## src/rsw_cfg.svh

```systemverilog
`ifndef RSW_CFG_SVH
`define RSW_CFG_SVH
`define RSW_CTRL_RESET   16'hffff
`define RSW_MODE_STANDBY 2'h0
`define RSW_MODE_INPUT   2'h1
`define RSW_MODE_ON      2'h2
`define RSW_MODE_OFF     2'h3
`define RSW_WORD_BITS    16
`define RSW_BYTE_BITS    8
`endif

```

## src/rsw_pkg.sv

```systemverilog
package rsw_pkg;
   typedef enum logic [2:0]
   {
      RSW_IDLE   = 3'b001,
      RSW_ACTIVE = 3'b010,
      RSW_SLEEP  = 3'b100
   } rsw_state_e;

   typedef struct packed {
      logic [15:0] control;
      logic [15:0] shifter;
      logic [5:0]  clk_count;
      logic        error_flag;
      logic        so_data;
      logic        so_oe_b;
      logic        in_frame;
      logic        first_edge_seen;
      rsw_state_e  state;
   } rsw_spi_s;

   typedef struct packed {
      logic open_load;
      logic fault;
   } rsw_diag_s;
endpackage : rsw_pkg

```

## src/rsw_channel.sv

```systemverilog
`timescale 1ns/1ps
`include "rsw_cfg.svh"
module rsw_channel
   import rsw_pkg::*;
(
   input  wire logic       i_clk,
   input  wire logic       i_rst_b,
   input  wire logic [1:0] i_mode,
   input  wire logic       i_in_pin,
   input  wire logic       i_open_load,
   input  wire logic       i_overload,
   output logic            o_on,
   output logic            o_diag_current,
   output rsw_diag_s       o_diag
);
   typedef struct packed {
      logic      on;
      logic      diag_current;
      rsw_diag_s diag;
   } rsw_chan_s;

   rsw_chan_s chan_reg;
   rsw_chan_s chan_next;

   // Mode decode; flags stick until standby clears them
   always_comb
   begin
      chan_next = chan_reg;
      unique case (i_mode)
         `RSW_MODE_STANDBY:
         begin
            chan_next.on = 1'b0;
            chan_next.diag_current = 1'b0;
            chan_next.diag = '0;
         end
         `RSW_MODE_INPUT:
         begin
            chan_next.on = i_in_pin & ~i_overload;
            chan_next.diag_current = ~i_in_pin;
         end
         `RSW_MODE_ON:
         begin
            chan_next.on = ~i_overload;
            chan_next.diag_current = 1'b0;
         end
         `RSW_MODE_OFF:
         begin
            chan_next.on = 1'b0;
            chan_next.diag_current = 1'b1;
         end
      endcase
      if (i_mode != `RSW_MODE_STANDBY)
      begin
         // Open load only judged while off, overload only while on
         if (i_open_load && !chan_reg.on)
            chan_next.diag.open_load = 1'b1;
         if (i_overload && chan_reg.on)
         begin
            chan_next.diag.fault = 1'b1;
            chan_next.on = 1'b0;
         end
      end
   end

   always_ff @(posedge i_clk or negedge i_rst_b)
   begin
      if (!i_rst_b)
         chan_reg <= '0;
      else
         chan_reg <= chan_next;
   end

   assign o_on           = chan_reg.on;
   assign o_diag_current = chan_reg.diag_current;
   assign o_diag         = chan_reg.diag;
endmodule : rsw_channel

```

## src/rsw_spi_slave.sv

```systemverilog
`timescale 1ns/1ps
`include "rsw_cfg.svh"
module rsw_spi_slave
   import rsw_pkg::*;
#(
   parameter int CHANNELS  = 8,
   parameter int WORD_BITS = `RSW_WORD_BITS
)
(
   input  wire logic       i_clk,
   input  wire logic       i_rst_b,
   input  wire logic       i_cs_b,
   input  wire logic       i_sclk,
   input  wire logic       i_si,
   input  wire logic [7:0] i_in_pins,
   input  wire logic [7:0] i_open_load,
   input  wire logic [7:0] i_overload,
   output logic            o_so,
   output logic            o_so_oe_b,
   output logic [7:0]      o_chan_on,
   output logic [7:0]      o_diag_current,
   output logic            o_sleep,
   output logic [15:0]     o_control
);
   rsw_spi_s   spi_reg;
   rsw_spi_s   spi_next;
   logic [2:0] cs_sync_reg;
   logic [2:0] sclk_sync_reg;
   logic [1:0] si_sync_reg;
   logic [2:0] in_sync_reg [0:7];
   logic [7:0] ol_sync_reg [0:1];
   logic [7:0] ovl_sync_reg [0:1];
   logic [7:0] in_pins_s;
   logic [7:0] chan_on_w;
   logic [7:0] diag_cur_w;
   rsw_diag_s  diag_w [0:7];
   logic [15:0] diag_word;
   logic [7:0] chan_on_reg;
   logic [7:0] diag_cur_reg;
   logic       cs_fall;
   logic       cs_rise;
   logic       sclk_rise;
   logic       sclk_fall;
   logic       cs_low;
   logic       valid_len;

   // Pins, mode fields and diagnosis word are laid out for eight channels of 16 bits only
   generate
      if (CHANNELS != 8 || WORD_BITS != 16)
      begin : g_bad_size
         $error("rsw_spi_slave serves eight channels and a 16-bit word only");
      end
   endgenerate

   // Two-stage synchronisers; stage one feeds only stage two
   always_ff @(posedge i_clk or negedge i_rst_b)
   begin
      if (!i_rst_b)
      begin
         cs_sync_reg   <= 3'h7;
         sclk_sync_reg <= 3'h0;
         si_sync_reg   <= 2'h0;
         ol_sync_reg   <= '{default: 8'h00};
         ovl_sync_reg  <= '{default: 8'h00};
      end
      else
      begin
         cs_sync_reg   <= {cs_sync_reg[1:0], i_cs_b};
         sclk_sync_reg <= {sclk_sync_reg[1:0], i_sclk};
         si_sync_reg   <= {si_sync_reg[0], i_si};
         ol_sync_reg   <= '{i_open_load, ol_sync_reg[0]};
         ovl_sync_reg  <= '{i_overload, ovl_sync_reg[0]};
      end
   end

   // Edge detect uses stages two and three only
   assign cs_low    = ~cs_sync_reg[1];
   assign cs_fall   = cs_sync_reg[2] & ~cs_sync_reg[1];
   assign cs_rise   = ~cs_sync_reg[2] & cs_sync_reg[1];
   assign sclk_rise = ~sclk_sync_reg[2] & sclk_sync_reg[1];
   assign sclk_fall = sclk_sync_reg[2] & ~sclk_sync_reg[1];
   assign valid_len = (spi_reg.clk_count[2:0] == 3'h0)
                      && (spi_reg.clk_count >= 6'(WORD_BITS));

   genvar g;
   generate
      for (g = 0; g < CHANNELS; g++)
      begin : g_chan
         always_ff @(posedge i_clk or negedge i_rst_b)
         begin
            if (!i_rst_b)
               in_sync_reg[g] <= 3'h0;
            else
               in_sync_reg[g] <= {in_sync_reg[g][1:0], i_in_pins[g]};
         end
         assign in_pins_s[g] = in_sync_reg[g][1];
         rsw_channel u_chan (
            .i_clk          (i_clk),
            .i_rst_b        (i_rst_b),
            .i_mode         (spi_reg.control[2*g+1:2*g]),
            .i_in_pin       (in_pins_s[g]),
            .i_open_load    (ol_sync_reg[1][g]),
            .i_overload     (ovl_sync_reg[1][g]),
            .o_on           (chan_on_w[g]),
            .o_diag_current (diag_cur_w[g]),
            .o_diag         (diag_w[g])
         );
         assign diag_word[2*g+1] = diag_w[g].open_load;
         assign diag_word[2*g]   = diag_w[g].fault;
      end
   endgenerate

   // Serial protocol; count folds back from 56 to 49, keeping its low three bits, so long chains stay legal
   always_comb
   begin
      spi_next = spi_reg;
      if (cs_fall)
      begin
         spi_next.in_frame        = 1'b1;
         spi_next.shifter         = diag_word;
         spi_next.clk_count       = 6'h00;
         spi_next.first_edge_seen = 1'b0;
         spi_next.so_oe_b         = 1'b0;
         spi_next.so_data         = spi_reg.error_flag | si_sync_reg[1];
      end
      else if (spi_reg.in_frame && cs_low)
      begin
         if (!spi_reg.first_edge_seen)
            spi_next.so_data = spi_reg.error_flag | si_sync_reg[1];
         if (sclk_rise)
         begin
            spi_next.first_edge_seen = 1'b1;
            spi_next.so_data         = spi_reg.shifter[15];
         end
         if (sclk_fall)
         begin
            spi_next.shifter = {spi_reg.shifter[14:0], si_sync_reg[1]};
            if (spi_reg.clk_count[5:3] != 3'h7)
               spi_next.clk_count = spi_reg.clk_count + 6'h01;
            else
               spi_next.clk_count = {3'h6, spi_reg.clk_count[2:0] + 3'h1};
         end
      end
      if (cs_rise && spi_reg.in_frame)
      begin
         spi_next.in_frame = 1'b0;
         spi_next.so_oe_b  = 1'b1;
         spi_next.error_flag = ~valid_len;
         if (valid_len)
            spi_next.control = spi_reg.shifter;
      end
      if (!cs_low && !cs_fall)
         spi_next.so_oe_b = 1'b1;
      spi_next.state = (spi_next.control == 16'h0000) ? RSW_SLEEP
                     : (spi_next.control == `RSW_CTRL_RESET) ? RSW_IDLE : RSW_ACTIVE;
   end

   always_ff @(posedge i_clk or negedge i_rst_b)
   begin
      if (!i_rst_b)
      begin
         spi_reg.control         <= `RSW_CTRL_RESET;
         spi_reg.shifter         <= 16'h0000;
         spi_reg.clk_count       <= 6'h00;
         spi_reg.error_flag      <= 1'b1;
         spi_reg.so_data         <= 1'b0;
         spi_reg.so_oe_b         <= 1'b1;
         spi_reg.in_frame        <= 1'b0;
         spi_reg.first_edge_seen <= 1'b0;
         spi_reg.state           <= RSW_IDLE;
         chan_on_reg             <= 8'h00;
         diag_cur_reg            <= 8'h00;
      end
      else
      begin
         spi_reg      <= spi_next;
         chan_on_reg  <= chan_on_w;
         diag_cur_reg <= diag_cur_w;
      end
   end

   assign o_so           = spi_reg.so_data;
   assign o_so_oe_b      = spi_reg.so_oe_b;
   assign o_chan_on      = chan_on_reg;
   assign o_diag_current = diag_cur_reg;
   assign o_sleep        = spi_reg.state[2]; // One-hot sleep bit, straight from its flop
   assign o_control      = spi_reg.control;
endmodule : rsw_spi_slave

```

## config.mk

```make
export PLATFORM = sky130hd
export DESIGN_NAME = rsw_spi_slave
export DESIGN_NICKNAME = d
export VERILOG_FILES = /design/src/rsw_pkg.sv /design/src/rsw_channel.sv /design/src/rsw_spi_slave.sv
export VERILOG_INCLUDE_DIRS = /design/src
export SDC_FILE = /design/constraint.sdc
export NUM_CORES = 1
export LEC_CHECK = 0
export CORE_MARGIN = 2
export CORE_UTILIZATION = 55
export CTS_CLUSTER_DIAMETER = 80
export DETAILED_ROUTE_END_ITERATION = 16
export DONT_BUFFER_PORTS = 1
export GPL_ROUTABILITY_DRIVEN = 0
export GPL_TIMING_DRIVEN = 0
export PLACE_DENSITY = 0.7
export RECOVER_POWER = 50
export SKIP_CTS_REPAIR_TIMING = 1
export SYNTH_ARGS = -nofsm -noshare
export SYNTH_HDL_FRONTEND = slang
export SYNTH_HIERARCHICAL = 1
export SYNTH_SLANG_ARGS = --single-unit
export TNS_END_PERCENT = 50
```

## constraint.sdc

```tcl
create_clock -name i_clk -period 2.4 [get_ports i_clk]
set_input_delay 0.48 -clock i_clk [delete_from_list [all_inputs] [get_ports i_clk]]
set_output_delay 0.48 -clock i_clk [all_outputs]
set_load 0.005 [all_outputs]
```

==> metrics.md, run 1 <==
| Metric | Value |
|---|---|
| Via density | 5.44 |
| Kind of critical path | reg -> reg |
| Largest net degree at the start of global routing | 149 |
| Detailed Routing Iterations Pass 1 | 8 |
| Primary FF master, synth | dfrtp_1 |
| Worst R2R Start | cs_sync_reg[1] |
| Commonest non-fill, non-tap cell in the layout | dfrtp_1 |
| GRT Util Overall | 19.0% |
| Layout cell share with drive strength beyond 1 | 23.6% |
| Vias in the first global route | 2926 |
| Crit-path max FO | 10 |
| R2R Path End | o_control[3] |
| TritonCTS clock tree | built |
| PwrDens | 854 mW/mm^2 |
| Worst-path clk slew | 0.07 ns |
| DIE WIDTH | 101 um |
| CTS Buf Count | 17 |
| Rows | 35 |
| RSZ-0062 raised after global routing | false |
| Post-synth ARST share | 100% |
| Yosys reg bits | 148 |
| Slew Limit Fails | 0 |
| Worst slew pin tran | 0.658 ns |
| Routed vias | 2934 |
| Iter 0 DRT Violations | 207 |
| Area growth syn-to-layout | 19.4% |
| CP endpoint kind | flip-flop |
| Failing checks | negative hold slack |
| WHS | -0.353 ns |
| Die Area | 0.0103 sq mm |
| Fillers | 612 |
| Worst setup SP type | flip-flop |
| Final Setup Violations | 0 |
| Outcome | finished with violations |
| Req. time, crit path | 2.85 ns |
| Int Power | 4200 uW |
| Net switching power | 1120 uW |
| Syn Area/Cell | 14.1 sq um |
| Register area | 0.00373 sq mm |
| Max Cap Viol | 0 |
| Combinational Power Share | 1.8% |
| Seq/Total Area, Yosys | 71.6% |
| Die Y | 101 um |
| First-pass GRT wire length | 14.6 mm |
| Hold Vio Cnt, Final | 148 |
| Post-synth EDFFs | 0 |
| PortBufs | 0 |
| Synth Instances | 369 |
| Max reg flops | 25 |
| Post-DP HPWL | 5.34 mm |
| Seq pwr share | 48.9% |
| Reg2Reg Depth | 5 |
| Skew-Pair Late Insertion Delay | 0.52 ns |
| H-tree depth | 4 |
| Routed len/inst | 16.7 um |
| Sw Ratio | 21.0% |
| R2R setup slack | 0.26 ns |
| Ys Warns | 6 |
| Routed Antenna Nets | 0 |
| Leakage | 0.00288 uW |
| Core area | 0.00920 sq mm |
| Maximum clock path buffer count | 2 |
| Num Clock Sinks | 148 |
| Arrival @ worst endpoint | 2.59 ns |
| NumNets Final | 446 |
| Max Freq | 467 MHz |
| Setup TNS after final layout | 0 ns |
| Ant diodes | 0 |
| Initial antenna violation count | 0 |
| Peak supply drop | 0.610 mV |
| Part of the power in the clock network | 49.4% |
| Mapped Nets | 400 |
| Fin crit share | 89.2% |
| Num ports | 64 |
| Root Buffer | clkbuf_8 |
| Worst hold path class | in -> async |
| Min Tclk post-route | 2.14 ns |
| Multi-input logic area | 0.00120 sq mm |
| GR Overflow Total | 0 |
| Final WL | 8.99 mm |
| Relative slew slack | 55.9% |
| Unique masters post-synth | 37 |
| Clk_skew | 0.00708 ns |
| Initial core utilization | 56.6% |
| Post-Syn Area | 0.00521 sq mm |
| DRC viols | 0 |
| Most frequent cells in the layout | dfrtp_1 (127), inv_1 (35), dlygate4sd3_1 (27), nor2_1 (24), dfstp_2 (21) |
## Yosys cell counts (2+ instances only)
cell / count / area [sq um]
a21boi_0: 9 / 67.6
a21oi_1: 18 / 90.1
a21oi_2: 8 / 70.1
a222oi_1: 15 / 150
buf_2: 2 / 10.0
buf_4: 16 / 120
clkbuf_1: 3 / 11.3
dfrtp_1: 127 / 3180
dfstp_2: 21 / 552
ha_1: 2 / 25.0
inv_1: 35 / 131
mux2_2: 9 / 101
mux2_4: 8 / 120
nand2_1: 4 / 15.0
nand2b_1: 19 / 119
nand3_1: 3 / 15.0
nand3b_1: 8 / 60.1
nand4_1: 4 / 25.0
nor2_1: 25 / 93.8
nor2b_1: 4 / 25.0
nor4_1: 8 / 50.1
o21ai_0: 5 / 25.0
o22ai_1: 2 / 12.5
## critical path, stage by stage (launching register included)
cell	delay, ns
dfstp_2	0.59
nor2b_4	0.19
nand2_2	0.08
nor4b_4	0.62
buf_6	0.27
mux2_4	0.31
## cell type report
class                      count  area share [%]
inverter                      35            2.11
multi-input combinational    164            19.3
clock inverter                12            2.29
sequential                   148            60.0
timing repair buffer          27            4.35
tap                          111            2.23
buffer                        22            2.45
clock buffer                  20            7.32
## kinds of logic (layout without fill, tap and decap cells)
logic type | Yosys count | in the layout | share of synthesized area [%]
flops | 148 | 148 | 71.6
simple gates | 82 | 82 | 9.27
compound gates | 61 | 61 | 8.58
buf+inv | 57 | 116 | 5.45
mux | 18 | 18 | 4.44
fa+ha+maj | 2 | 2 | 0.480
xor+xnor | 1 | 1 | 0.168
## power groups by stage
stage               Combinational, uW  Sequential (uW)  Clock [uW]
CTS                              58.2             2600        2670
global route                      103             2600        2800
finish                           94.1             2600        2620
floorplan                        44.8             2630           0
detailed placement               56.4             2640           0
global placement                 55.0             2640           0
## per-layer routing
layer	vias up	share of wire, %	GRT usage, %
met5	-	0	0
met4	0	2.2	9.77
met3	17	4.9	6.21
met2	85	50	28.8
met1	1486	42	24.8
li1	1346	-	-
## stage by stage
step                      std cells  area (sq um)  setup slack, ns  util, %  total power, uW
after floorplan                 369          5210            0.518        -             2670
after global placement          480          5350            0.274     58.1             2690
final                           539          6220            0.259     67.6             5310
after global routing            539          6220            0.144     67.6             5500
after CTS                       512          5950            0.221     64.7             5330
after detailed placement        480          5350            0.234     58.1             2700
## how the worst max path moves through the flow
stage	slack, ns	startpoint	to
3_5_place_dp	0.23	cs_sync_reg[1]	o_control[3]
2_1_floorplan	0.52	cs_sync_reg[1]	o_control[0]
4_1_cts	0.22	cs_sync_reg[1]	o_control[3]
6_report	0.26	cs_sync_reg[1]	o_control[3]
5_1_grt	0.14	cs_sync_reg[1]	o_sleep
3_3_place_gp	0.27	cs_sync_reg[1]	spi_reg[21]
(Power assumes the default switching activity.)
==> run 2: changes to the inputs <==
Settings changed: SETUP_SLACK_MARGIN set to 0.4.
==> metrics.md, run 2 (synthesis results as in run 1) <==
| Metric | Value |
|---|---|
| Outcome | finished with violations |
| Failing checks | negative hold slack |
| Vias in the first global route | 2926 (unchanged) |
| Worst setup SP type | flip-flop |
| Die Area | 0.0103 sq mm (unchanged) |
| Initial antenna violation count | 0 (unchanged) |
| Max Freq | 525 MHz (+12%) |
| R2R setup slack | 0.49 ns (+0.24 ns) |
| Routed len/inst | 16.7 um (+0.29%) |
| PortBufs | 0 (unchanged) |
| Req. time, crit path | 2.80 ns (-0.05 ns) |
| Kind of critical path | reg -> reg |
| Crit-path max FO | 10 (unchanged) |
| GRT Util Overall | 19.0% (unchanged) |
| Final WL | 9.03 mm (+0.48%) |
| R2R Path End | spi_reg[19] |
| Num Clock Sinks | 148 (unchanged) |
| Seq pwr share | 48.9% (about the same) |
| Most frequent cells in the layout | dfrtp_1 (127), inv_1 (35), dlygate4sd3_1 (27), nor2_1 (24), dfstp_2 (21) |
| Arrival @ worst endpoint | 2.30 ns (-0.29 ns) |
| Worst R2R Start | cs_sync_reg[1] |
| Routed Antenna Nets | 0 (unchanged) |
| CTS Buf Count | 17 (unchanged) |
| Rows | 35 (unchanged) |
| Reg2Reg Depth | 6 (+1) |
| Layout cell share with drive strength beyond 1 | 24.0% (+0.41 points) |
| Commonest non-fill, non-tap cell in the layout | dfrtp_1 |
| Max Cap Viol | 0 (unchanged) |
| Initial core utilization | 56.6% (unchanged) |
| Final Setup Violations | 0 (unchanged) |
| H-tree depth | 4 (unchanged) |
| Iter 0 DRT Violations | 213 (+2.9%) |
| Min Tclk post-route | 1.91 ns (-0.235 ns) |
| Worst slew pin tran | 0.531 ns (-0.127 ns) |
| Setup TNS after final layout | 0 ns (unchanged) |
| First-pass GRT wire length | 14.6 mm (unchanged) |
| RSZ-0062 raised after global routing | true |
| Largest net degree at the start of global routing | 149 (unchanged) |
| Via density | 5.45 (about the same) |
| Slew Limit Fails | 0 (unchanged) |
| Leakage | 0.00289 uW (+0.29%) |
| CP endpoint kind | flip-flop |
| WHS | -0.352 ns (+0.000699 ns) |
| Fin util | 67.7% (+0.095 points) |
| Hold Vio Cnt, Final | 148 (unchanged) |
| PwrDens | 853 mW/mm^2 (-0.12%) |
| Worst-path clk slew | 0.07 ns (about the same) |
| Root Buffer | clkbuf_8 |
| Detailed Routing Iterations Pass 1 | 7 (-1) |
| Net switching power | 1120 uW (about the same) |
| NumNets Final | 447 (+0.22%) |
| Max reg flops | 25 (unchanged) |
| Area growth syn-to-layout | 19.6% |
| Maximum clock path buffer count | 2 (unchanged) |
| GR Overflow Total | 0 (unchanged) |
| Int Power | 4200 uW (about the same) |
| Crit-path cells | and4bb_1 -> nor2b_1 -> buf_2 -> buf_2 -> a222oi_1 -> inv_1 |
| DRC viols | 0 (unchanged) |
| Ant diodes | 0 (unchanged) |
| Peak supply drop | 0.610 mV (about the same) |
| Max incr delay on CP | 0.59 ns (-0.03 ns) |
| Relative slew slack | 64.6% (+8.7 points) |
| Sw Ratio | 21.1% (about the same) |
| Routed vias | 2942 (+0.27%) |
| TritonCTS clock tree | built |
| Part of the power in the clock network | 49.4% (about the same) |
| DIE WIDTH | 101 um (unchanged) |
| Core area | 0.00920 sq mm (unchanged) |
| Clk_skew | 0.00721 ns (+0.000135 ns) |
| Die Y | 101 um (unchanged) |
| Num ports | 64 (unchanged) |
| Combinational Power Share | 1.8% (about the same) |
| Worst hold path class | in -> async |
| Worst path most repeated cell | buf_2 |
| CP max stage cell | dfstp_2 |
| Fin crit share | 79.4% (-9.8 points) |
| Post-DP HPWL | 5.34 mm (unchanged) |
| Skew-Pair Late Insertion Delay | 0.52 ns (about the same) |
-- run 2: cell count changes in the layout (fill, tap and decap cells not counted) --
cell,delta
clkbuf_1,-1
buf_4,+1
clkbuf_2,+1
-- run 2: worst max-delay path by stage --
| stage | startpoint | to | slack (ns) | cells after the start |
|---|---|---|---|---|
| after floorplan | cs_sync_reg[1] | o_control[0] | 0.52 | 5 |
| final | cs_sync_reg[1] | spi_reg[19] | 0.49 | 6 |
| after global routing | cs_sync_reg[2] | spi_reg[23] | 0.36 | 5 |
| after detailed placement | cs_sync_reg[1] | o_control[3] | 0.23 | 5 |
| after global placement | cs_sync_reg[1] | spi_reg[21] | 0.27 | 5 |
| after CTS | cs_sync_reg[1] | o_control[3] | 0.22 | 5 |
-- run 2: area by class of cell --
type                            count  area (sq um)
Sequential cell                   148          3730
Inverter                           35           131
Clock buffer                       20           455
Tap cell                          111           139
Fill cell                         610          2970
Buffer                             22           154
Timing Repair Buffer               28           278
Multi-Input combinational cell    164          1200
Clock inverter                     12           143
-- run 2: worst max-delay path: cells and delay by family, from the launching register on --
kind            cells  cell delay [ns]
compound gates      1             0.29
buf+inv             3             0.46
flops               1             0.59
simple gates        2             0.44
-- run 2: metrics by stage --
step                      total power, uW  worst slack [ns]  hold slack, ns  instances  area, sq um
after global placement               2690             0.274           0.189        480         5350
after detailed placement             2700             0.234           0.188        480         5350
final                                5310             0.494          -0.352        540         6230
after floorplan                      2670             0.518           0.184        369         5210
after global routing                 5500             0.363          -0.382        540         6230
after CTS                            5330             0.221          -0.374        512         5950
-- run 2: power by group through the flow --
stage	registers (uW)	clock network, uW	logic (uW)
3_3_place_gp	2640	0	55.0
3_5_place_dp	2640	0	56.4
2_1_floorplan	2630	0	44.8
6_report	2600	2620	94.7
5_1_grt	2600	2800	103
4_1_cts	2600	2670	58.2
-- run 2: layer usage --
metal  wire, um  share of wire (%)  GRT usage, %  up-vias
li1           -                  -             -     1348
met1       3880                 43          24.8     1494
met2       4500                 50          28.8       83
met3        438                4.8          6.21       17
met4        212                2.3          9.77        0
met5          0                  0             0        -
